<file path="src/hsc_consts.svh">
// Constants for the seven-four shift-register block codec.
// Assumes inclusion by bare name from the package and the codec module.
`ifndef HSC_CONSTS_SVH
`define HSC_CONSTS_SVH

`define HSC_INFO_W 4
`define HSC_CW_W 7
`define HSC_CNT_W 3
`define HSC_SYN_W 3

// Shift stages inside the four-bit register; stage A receives the feedback.
`define HSC_STG_A 3
`define HSC_STG_B 2
`define HSC_STG_C 1
`define HSC_STG_D 0

// Codeword bit n sits at index n-1.
`define HSC_B1 0
`define HSC_B2 1
`define HSC_B3 2
`define HSC_B4 3
`define HSC_B5 4
`define HSC_B6 5
`define HSC_B7 6

`define HSC_CNT_ZERO 3'h0
`define HSC_CNT_ONE 3'h1
`define HSC_CNT_LAST 3'h6

// Syndrome codes ordered as (sum one, sum two, sum three).
`define HSC_SYN_OK 3'h0
`define HSC_SYN_BIT1 3'h2
`define HSC_SYN_BIT2 3'h4
`define HSC_SYN_BIT3 3'h1
`define HSC_SYN_BIT4 3'h3
`define HSC_SYN_BIT5 3'h7
`define HSC_SYN_BIT6 3'h6
`define HSC_SYN_BIT7 3'h5

`define HSC_MASK_NONE 7'h00
`define HSC_MASK_BIT1 7'h01
`define HSC_MASK_BIT2 7'h02
`define HSC_MASK_BIT3 7'h04
`define HSC_MASK_BIT4 7'h08
`define HSC_MASK_BIT5 7'h10
`define HSC_MASK_BIT6 7'h20
`define HSC_MASK_BIT7 7'h40

`endif

</file>
<file path="src/hsc_pkg.sv">
// Types shared by the seven-four shift-register block codec.
// Assumes the constants header is on the include path.
`include "hsc_consts.svh"

package hsc_pkg;

  typedef logic [`HSC_INFO_W-1:0] hsc_info_t;
  typedef logic [`HSC_CW_W-1:0] hsc_cw_t;
  typedef logic [`HSC_SYN_W-1:0] hsc_syn_t;
  typedef logic [`HSC_CNT_W-1:0] hsc_cnt_t;

  typedef enum logic [1:0]
  {
    ENC_IDLE = 2'b00,
    ENC_SHIFT = 2'b01,
    ENC_EMIT = 2'b10
  } hsc_enc_state_t;

endpackage

</file>
<file path="src/hsc_codec.sv">
// Seven-four single-error-correcting codec: shift encoder, serial buffer, checker.
// Assumes all inputs are synchronous to the falling edge of ref_clk_i.
`timescale 1ns/10ps
`include "hsc_consts.svh"

// Behaviour
// - Encoder holds four stages A to D, preloaded with any four-bit word.
// - Bit shifted into stage A is A xor B xor D.
// - Seven shifts per word give parity bits b1..b3 then A, B, C, D.
// - All sixteen codewords differ pairwise in at least three positions.
// - Shift/load low loads the word in parallel; high shifts right once per clock.
// - Checker forms three parity sums over fixed groups of received bits.
// - With all sums even the received word passes unchanged.
// - Each sum gives a syndrome flag, one when odd, zero when even.
// - A single bit error is corrected by inverting the flagged bit.
// - Loading and shifting take effect on the falling clock edge.
module hsc_codec
(
  input wire logic ref_clk_i,
  input wire logic rst_b_i,
  input wire logic enc_valid_i,
  input wire logic [3:0] enc_info_i,
  output logic enc_ready_o,
  output logic shift_load_o,
  output logic ser_valid_o,
  output logic ser_bit_o,
  output logic ser_last_o,
  input wire logic ser_ready_i,
  input wire logic rx_valid_i,
  input wire logic rx_bit_i,
  output logic chk_valid_o,
  output logic [6:0] chk_word_o,
  output logic [3:0] chk_info_o,
  output logic [2:0] chk_syndrome_o,
  output logic chk_corrected_o
);

  // ****************************************
  // Decoding functions
  // ****************************************

  // Parity sums over the received word, packed as sum one, sum two, sum three.
  function automatic hsc_pkg::hsc_syn_t syndrome_of(input hsc_pkg::hsc_cw_t w);
    logic parity_sum_one;
    logic parity_sum_two;
    logic parity_sum_three;
    parity_sum_one = w[`HSC_B2] ^ w[`HSC_B5] ^ w[`HSC_B6] ^ w[`HSC_B7];
    parity_sum_two = w[`HSC_B1] ^ w[`HSC_B4] ^ w[`HSC_B5] ^ w[`HSC_B6];
    parity_sum_three = w[`HSC_B3] ^ w[`HSC_B4] ^ w[`HSC_B5] ^ w[`HSC_B7];
    syndrome_of = {parity_sum_one, parity_sum_two, parity_sum_three};
  endfunction

  // Bit to invert for a given syndrome; a clean syndrome inverts nothing.
  function automatic hsc_pkg::hsc_cw_t fix_mask(input hsc_pkg::hsc_syn_t syn);
    fix_mask = `HSC_MASK_NONE;
    unique case (syn)
      `HSC_SYN_OK: fix_mask = `HSC_MASK_NONE;
      `HSC_SYN_BIT1: fix_mask = `HSC_MASK_BIT1;
      `HSC_SYN_BIT2: fix_mask = `HSC_MASK_BIT2;
      `HSC_SYN_BIT3: fix_mask = `HSC_MASK_BIT3;
      `HSC_SYN_BIT4: fix_mask = `HSC_MASK_BIT4;
      `HSC_SYN_BIT5: fix_mask = `HSC_MASK_BIT5;
      `HSC_SYN_BIT6: fix_mask = `HSC_MASK_BIT6;
      `HSC_SYN_BIT7: fix_mask = `HSC_MASK_BIT7;
    endcase
  endfunction

  // ****************************************
  // Encoder shift register
  // ****************************************

  hsc_pkg::hsc_enc_state_t state_ff;
  hsc_pkg::hsc_enc_state_t nxt_state;
  hsc_pkg::hsc_info_t stage_ff;
  hsc_pkg::hsc_info_t nxt_stage;
  hsc_pkg::hsc_cnt_t enc_cnt_ff;
  hsc_pkg::hsc_cnt_t nxt_enc_cnt;
  hsc_pkg::hsc_cw_t cw_ff;
  hsc_pkg::hsc_cw_t nxt_cw;
  logic enc_ready_ff;
  logic nxt_enc_ready;
  logic shift_load_ff;
  logic nxt_shift_load;
  logic feedback_bit;
  logic push;
  logic push_bit;
  logic push_last;
  logic tail_vld_ff;

  assign feedback_bit = stage_ff[`HSC_STG_A] ^ stage_ff[`HSC_STG_B] ^ stage_ff[`HSC_STG_D];

  // The shifted-out stream arrives b7 first, so it is captured and replayed in order.
  always_comb
  begin
    nxt_state = state_ff;
    nxt_stage = stage_ff;
    nxt_enc_cnt = enc_cnt_ff;
    nxt_cw = cw_ff;
    nxt_enc_ready = enc_ready_ff;
    nxt_shift_load = shift_load_ff;
    push = 1'b0;
    push_bit = cw_ff[enc_cnt_ff];
    push_last = (enc_cnt_ff == `HSC_CNT_LAST);
    unique case (state_ff)
      hsc_pkg::ENC_IDLE:
      begin
        if (enc_valid_i && enc_ready_ff)
        begin
          nxt_stage = enc_info_i;
          nxt_enc_cnt = `HSC_CNT_ZERO;
          nxt_enc_ready = 1'b0;
          nxt_shift_load = 1'b1;
          nxt_state = hsc_pkg::ENC_SHIFT;
        end
      end
      hsc_pkg::ENC_SHIFT:
      begin
        nxt_stage = {feedback_bit, stage_ff[`HSC_STG_A:`HSC_STG_C]};
        nxt_cw[`HSC_CNT_LAST - enc_cnt_ff] = stage_ff[`HSC_STG_D];
        if (enc_cnt_ff == `HSC_CNT_LAST)
        begin
          nxt_enc_cnt = `HSC_CNT_ZERO;
          nxt_shift_load = 1'b0;
          nxt_state = hsc_pkg::ENC_EMIT;
        end
        else
        begin
          nxt_enc_cnt = enc_cnt_ff + `HSC_CNT_ONE;
        end
      end
      hsc_pkg::ENC_EMIT:
      begin
        if (!tail_vld_ff)
        begin
          push = 1'b1;
          if (enc_cnt_ff == `HSC_CNT_LAST)
          begin
            nxt_enc_cnt = `HSC_CNT_ZERO;
            nxt_enc_ready = 1'b1;
            nxt_state = hsc_pkg::ENC_IDLE;
          end
          else
          begin
            nxt_enc_cnt = enc_cnt_ff + `HSC_CNT_ONE;
          end
        end
      end
      default:
      begin
        nxt_enc_ready = 1'b1;
        nxt_shift_load = 1'b0;
        nxt_state = hsc_pkg::ENC_IDLE;
      end
    endcase
  end

  always_ff @(negedge ref_clk_i or negedge rst_b_i)
  begin
    if (!rst_b_i)
    begin
      state_ff <= hsc_pkg::ENC_IDLE;
      stage_ff <= 4'h0;
      enc_cnt_ff <= `HSC_CNT_ZERO;
      cw_ff <= 7'h00;
      enc_ready_ff <= 1'b1;
      shift_load_ff <= 1'b0;
    end
    else
    begin
      state_ff <= nxt_state;
      stage_ff <= nxt_stage;
      enc_cnt_ff <= nxt_enc_cnt;
      cw_ff <= nxt_cw;
      enc_ready_ff <= nxt_enc_ready;
      shift_load_ff <= nxt_shift_load;
    end
  end

  // ****************************************
  // Two-entry serial output buffer
  // ****************************************

  // A skid pair keeps the serial output straight from flops while the receiver stalls.
  logic head_vld_ff;
  logic nxt_head_vld;
  logic [1:0] head_ff;
  logic [1:0] nxt_head;
  logic nxt_tail_vld;
  logic [1:0] tail_ff;
  logic [1:0] nxt_tail;

  always_comb
  begin
    nxt_head_vld = head_vld_ff;
    nxt_head = head_ff;
    nxt_tail_vld = tail_vld_ff;
    nxt_tail = tail_ff;
    if (head_vld_ff && ser_ready_i)
    begin
      nxt_head_vld = tail_vld_ff;
      nxt_head = tail_ff;
      nxt_tail_vld = 1'b0;
    end
    if (push)
    begin
      if (!nxt_head_vld)
      begin
        nxt_head_vld = 1'b1;
        nxt_head = {push_last, push_bit};
      end
      else
      begin
        nxt_tail_vld = 1'b1;
        nxt_tail = {push_last, push_bit};
      end
    end
  end

  always_ff @(negedge ref_clk_i or negedge rst_b_i)
  begin
    if (!rst_b_i)
    begin
      head_vld_ff <= 1'b0;
      head_ff <= 2'h0;
      tail_vld_ff <= 1'b0;
      tail_ff <= 2'h0;
    end
    else
    begin
      head_vld_ff <= nxt_head_vld;
      head_ff <= nxt_head;
      tail_vld_ff <= nxt_tail_vld;
      tail_ff <= nxt_tail;
    end
  end

  // ****************************************
  // Checker and corrector
  // ****************************************

  hsc_pkg::hsc_cnt_t rx_cnt_ff;
  hsc_pkg::hsc_cnt_t nxt_rx_cnt;
  hsc_pkg::hsc_cw_t rx_word_ff;
  hsc_pkg::hsc_cw_t nxt_rx_word;
  hsc_pkg::hsc_cw_t rx_full;
  hsc_pkg::hsc_syn_t rx_syn;
  logic chk_valid_ff;
  logic nxt_chk_valid;
  hsc_pkg::hsc_cw_t chk_word_ff;
  hsc_pkg::hsc_cw_t nxt_chk_word;
  hsc_pkg::hsc_syn_t chk_syn_ff;
  hsc_pkg::hsc_syn_t nxt_chk_syn;
  logic chk_corr_ff;
  logic nxt_chk_corr;

  // Two errors alias onto a wrong single-bit fix; nothing flags them.
  always_comb
  begin
    nxt_rx_cnt = rx_cnt_ff;
    nxt_rx_word = rx_word_ff;
    nxt_chk_valid = 1'b0;
    nxt_chk_word = chk_word_ff;
    nxt_chk_syn = chk_syn_ff;
    nxt_chk_corr = chk_corr_ff;
    rx_full = rx_word_ff;
    rx_full[rx_cnt_ff] = rx_bit_i;
    rx_syn = syndrome_of(rx_full);
    if (rx_valid_i)
    begin
      nxt_rx_word = rx_full;
      if (rx_cnt_ff == `HSC_CNT_LAST)
      begin
        nxt_rx_cnt = `HSC_CNT_ZERO;
        nxt_chk_valid = 1'b1;
        nxt_chk_word = rx_full ^ fix_mask(rx_syn);
        nxt_chk_syn = rx_syn;
        nxt_chk_corr = (rx_syn != `HSC_SYN_OK);
      end
      else
      begin
        nxt_rx_cnt = rx_cnt_ff + `HSC_CNT_ONE;
      end
    end
  end

  always_ff @(negedge ref_clk_i or negedge rst_b_i)
  begin
    if (!rst_b_i)
    begin
      rx_cnt_ff <= `HSC_CNT_ZERO;
      rx_word_ff <= 7'h00;
      chk_valid_ff <= 1'b0;
      chk_word_ff <= 7'h00;
      chk_syn_ff <= `HSC_SYN_OK;
      chk_corr_ff <= 1'b0;
    end
    else
    begin
      rx_cnt_ff <= nxt_rx_cnt;
      rx_word_ff <= nxt_rx_word;
      chk_valid_ff <= nxt_chk_valid;
      chk_word_ff <= nxt_chk_word;
      chk_syn_ff <= nxt_chk_syn;
      chk_corr_ff <= nxt_chk_corr;
    end
  end

  // ****************************************
  // Outputs
  // ****************************************

  assign enc_ready_o = enc_ready_ff;
  assign shift_load_o = shift_load_ff;
  assign ser_valid_o = head_vld_ff;
  assign ser_bit_o = head_ff[0];
  assign ser_last_o = head_ff[1];
  assign chk_valid_o = chk_valid_ff;
  assign chk_word_o = chk_word_ff;
  assign chk_info_o = {chk_word_ff[`HSC_B4], chk_word_ff[`HSC_B5], chk_word_ff[`HSC_B6], chk_word_ff[`HSC_B7]};
  assign chk_syndrome_o = chk_syn_ff;
  assign chk_corrected_o = chk_corr_ff;

endmodule

</file>
<file path="config.mk">
export PLATFORM = sky130hd
export DESIGN_NAME = hsc_codec
export DESIGN_NICKNAME = d
export VERILOG_FILES = /design/src/hsc_pkg.sv /design/src/hsc_codec.sv
export VERILOG_INCLUDE_DIRS = /design/src
export SDC_FILE = /design/constraint.sdc
export NUM_CORES = 1
export LEC_CHECK = 0
export BUFFER_PORTS_ARGS = -buffer_cell sky130_fd_sc_hd__buf_4
export CAP_MARGIN = 20
export CORE_MARGIN = 2
export CORE_UTILIZATION = 63
export CTS_BUF_LIST = sky130_fd_sc_hd__clkbuf_16
export CTS_CLUSTER_DIAMETER = 120
export DETAILED_ROUTE_END_ITERATION = 7
export PLACE_DENSITY = 0.92
export SYNTH_ARGS = -nofsm -noshare
export SYNTH_HDL_FRONTEND = slang
export SYNTH_SLANG_ARGS = --single-unit
</file>
<file path="constraint.sdc">
create_clock -name ref_clk_i -period 4.4 [get_ports ref_clk_i]
set_input_delay 0.44 -clock ref_clk_i [delete_from_list [all_inputs] [get_ports ref_clk_i]]
set_output_delay 0.44 -clock ref_clk_i [all_outputs]
set_load 0.1 [all_outputs]
</file>
==> results.json <==
{
  "cts.sinks": 46,
  "critPathArrivalTime_ns": 2.03,
  "fin_nets": 300,
  "grt_pass1_vias": 1857,
  "status": "finished clean",
  "crit_path_max_fanout": 11,
  "dp_cells": 326,
  "setup_tns_ns": 0,
  "routabilityCongestion": 0.7582,
  "synth_edf_count": 0,
  "htree_levels": 2,
  "drt-total-wl_mm": 5.034,
  "cts_resized": 0,
  "core_area_sq_um": 4029,
  "worst-path-buf-inv": 1,
  "grt_max_degree": 47,
  "max_cap_viol_count": 0,
  "wl_per_cell_um": 15.07,
  "drv_slew": 0,
  "synth.avg_cell_area_sq_um": 10.16,
  "antenna_left": 0,
  "layout.cells.non_filler": 334,
  "worst_pin_slew_ns": 0.8026,
  "startpoint_type": "input port",
  "required_ns": 2.34,
  "hold_violations": 0,
  "die_h_um": 68.89,
  "ys_ff_latch": 46,
  "cts_root_buffer": "clkbuf_16",
  "path_cells": "buf_4, xnor2_1, a21oi_4, xnor2_1, o31a_1, o31ai_1",
  "post_cts_buffers": 0,
  "start_util_pct": 65.84,
  "grt_antenna_before_repair": 0,
  "syn_area_sq_um": 2653,
  "yosysSeqAreaShare_pct": 43.44,
  "antenna_cells": 0,
  "crit_top_cell": "xnor2_1",
  "whs_ns": 0.4370,
  "dieWidth_um": 68.89,
  "syn_to_final_growth_pct": 12.64,
  "cts.clk_slew.worst_paths_ns": 0.05,
  "whs_path_depth": 2,
  "overflow": 0,
  "syn_inst": 261,
  "slew-limit-headroom_pct": 46.11,
  "synth_ff_type": "dfrtn_1",
  "rows": 23,
  "post_drt_via_cell_ratio": 5.883,
  "clkLatencyLatePin_ns": 0.35,
  "hp-class": "reg -> reg",
  "drive_gt1_share_pct": 22.54,
  "crit_type": "in -> reg",
  "critPathTopFamily": "XOR/XNOR gates",
  "finalSetupViolations": 0,
  "syn_nets": 278,
  "drc": 0,
  "cts_buffers": 5,
  "hpwl_mm": 3.601,
  "slowest_delay_ns": 0.68,
  "grt_pass1_wl_mm": 8.286,
  "cp_num_cells": 6,
  "dr.pass1.iters": 4,
  "yosysTopAreaCell": "dfrtn_1",
  "yosysMostFrequentCell": "dfrtn_1",
  "yosys-top-cells-count": "dfrtn_1, nand2_1, o21ai_0",
  "cts_buffer_depth": 2,
  "cpMaxStageDelayCell": "xnor2_1",
  "die_area_sq_um": 4745,
  "io_pins": 31,
  "finClkSkew_ns": 0.04966,
  "synthTopCellsByArea": "dfrtn_1, nand2_1, mux2_2",
  "rsz0062_at_grt": "false",
  "fillers": 279,
  "yosysTopAreaCellShare_pct": 42.45,
  "final_util_pct": 74.16,
  "synth-async-reset-ratio_pct": 100.0,
  "cts_hold_buffers": 0,
  "cts_tree": "built",
  "drtIter0Drc": 135,
  "track_usage_pct": 23.76,
  "synth_cell_types": 45,
  "portBuffers": 30,
  "yosysWarnings": 0,
  "end_kind": "register",
  "rr_worst_depth": 6,
  "via_count": 1965
}
## tightest hold or removal path: stages (launching register included)
cell and delay, ns:
dfrtn_1 0.41, nand2_1 0.05, o31ai_1 0.06
## per-layer routing
layer	vias to the layer above	GRT usage, %	share of wire (%)
li1	963	-	-
met1	961	28.84	42
met2	30	41.95	54
met3	11	4.058	2.5
met4	0	9.314	1.8
met5	-	0	0
## cell families after synthesis
logic type               synth area share (%)
AO/OA/AOI/OAI                           13.21
XOR/XNOR                                6.132
adder cells (fa/ha/maj)                 3.302
buffers and inverters                   5.943
flip-flops                              43.44
multiplexers                            11.98
AND/OR/NAND/NOR                         15.99
## registers in the layout, indices dropped and copies added, names as in the netlist
| register | count |
|---|---|
| chk_valid_o | 1 |
| shift_load_o | 1 |
| rx_word_ff | 7 |
| enc_ready_o | 1 |
| state_ff | 2 |
| chk_word_o | 7 |
| head_ff | 2 |
| rx_cnt_ff | 3 |
| cw_ff | 7 |
| chk_corrected_o | 1 |
| tail_ff | 2 |
| chk_syndrome_o | 3 |
| ser_valid_o | 1 |
| stage_ff | 4 |
| enc_cnt_ff | 3 |
| tail_vld_ff | 1 |
## path summary, 6_finish.rpt
kind | slack (ns) | from | end
min in group asynchronous | 2.21 | rst_b_i | cw_ff[1]$_DFFE_NN0P_
max reg2reg | 1.80 | rx_cnt_ff[2]$_DFFE_NN0P_ | chk_word_o[0]$_DFFE_NN0P_
min reg2reg | 0.44 | chk_word_o[0]$_DFFE_NN0P_ | chk_word_o[0]$_DFFE_NN0P_
min | 0.44 | chk_word_o[0]$_DFFE_NN0P_ | chk_word_o[0]$_DFFE_NN0P_
max | 0.31 | rx_bit_i | chk_word_o[0]$_DFFE_NN0P_
max in group asynchronous | 1.73 | rst_b_i | enc_ready_o$_DFFE_NN1P_
## stage by stage
stage / setup slack [ns] / area [sq um]
floorplan: 0.3092 / 2653
global placement: 0.07917 / 2850
detailed placement: 0.04569 / 2850
CTS: 0.3141 / 2988
global route: 0.1846 / 2988
finish: 0.3127 / 2988
## layout make-up
cell class / instances / area [sq um] / area share (%)
Clock buffer: 5 / 125.1 / 4.188
Clock inverter: 4 / 16.27 / 0.5444
Inverter: 11 / 41.29 / 1.382
Multi-Input combinational cell: 185 / 1343 / 44.93
Sequential cell: 46 / 1152 / 38.57
Tap cell: 50 / 62.56 / 2.094
Timing Repair Buffer: 33 / 247.7 / 8.291
## placed cells by master (no fill, tap or decap), types with 7 or more instances in the layout
master and count:
a21oi_1 14, buf_4 33, dfrtn_1 45, ha_1 7, inv_1 13, mux2_2 10, mux2i_1 11, nand2_1 33
nor2_1 14, nor3_1 7, o21ai_0 16, o31a_1 7, xnor2_1 7
Power is not shown: default switching activity piles up to over one toggle a cycle in this logic, so the estimate is an artifact.
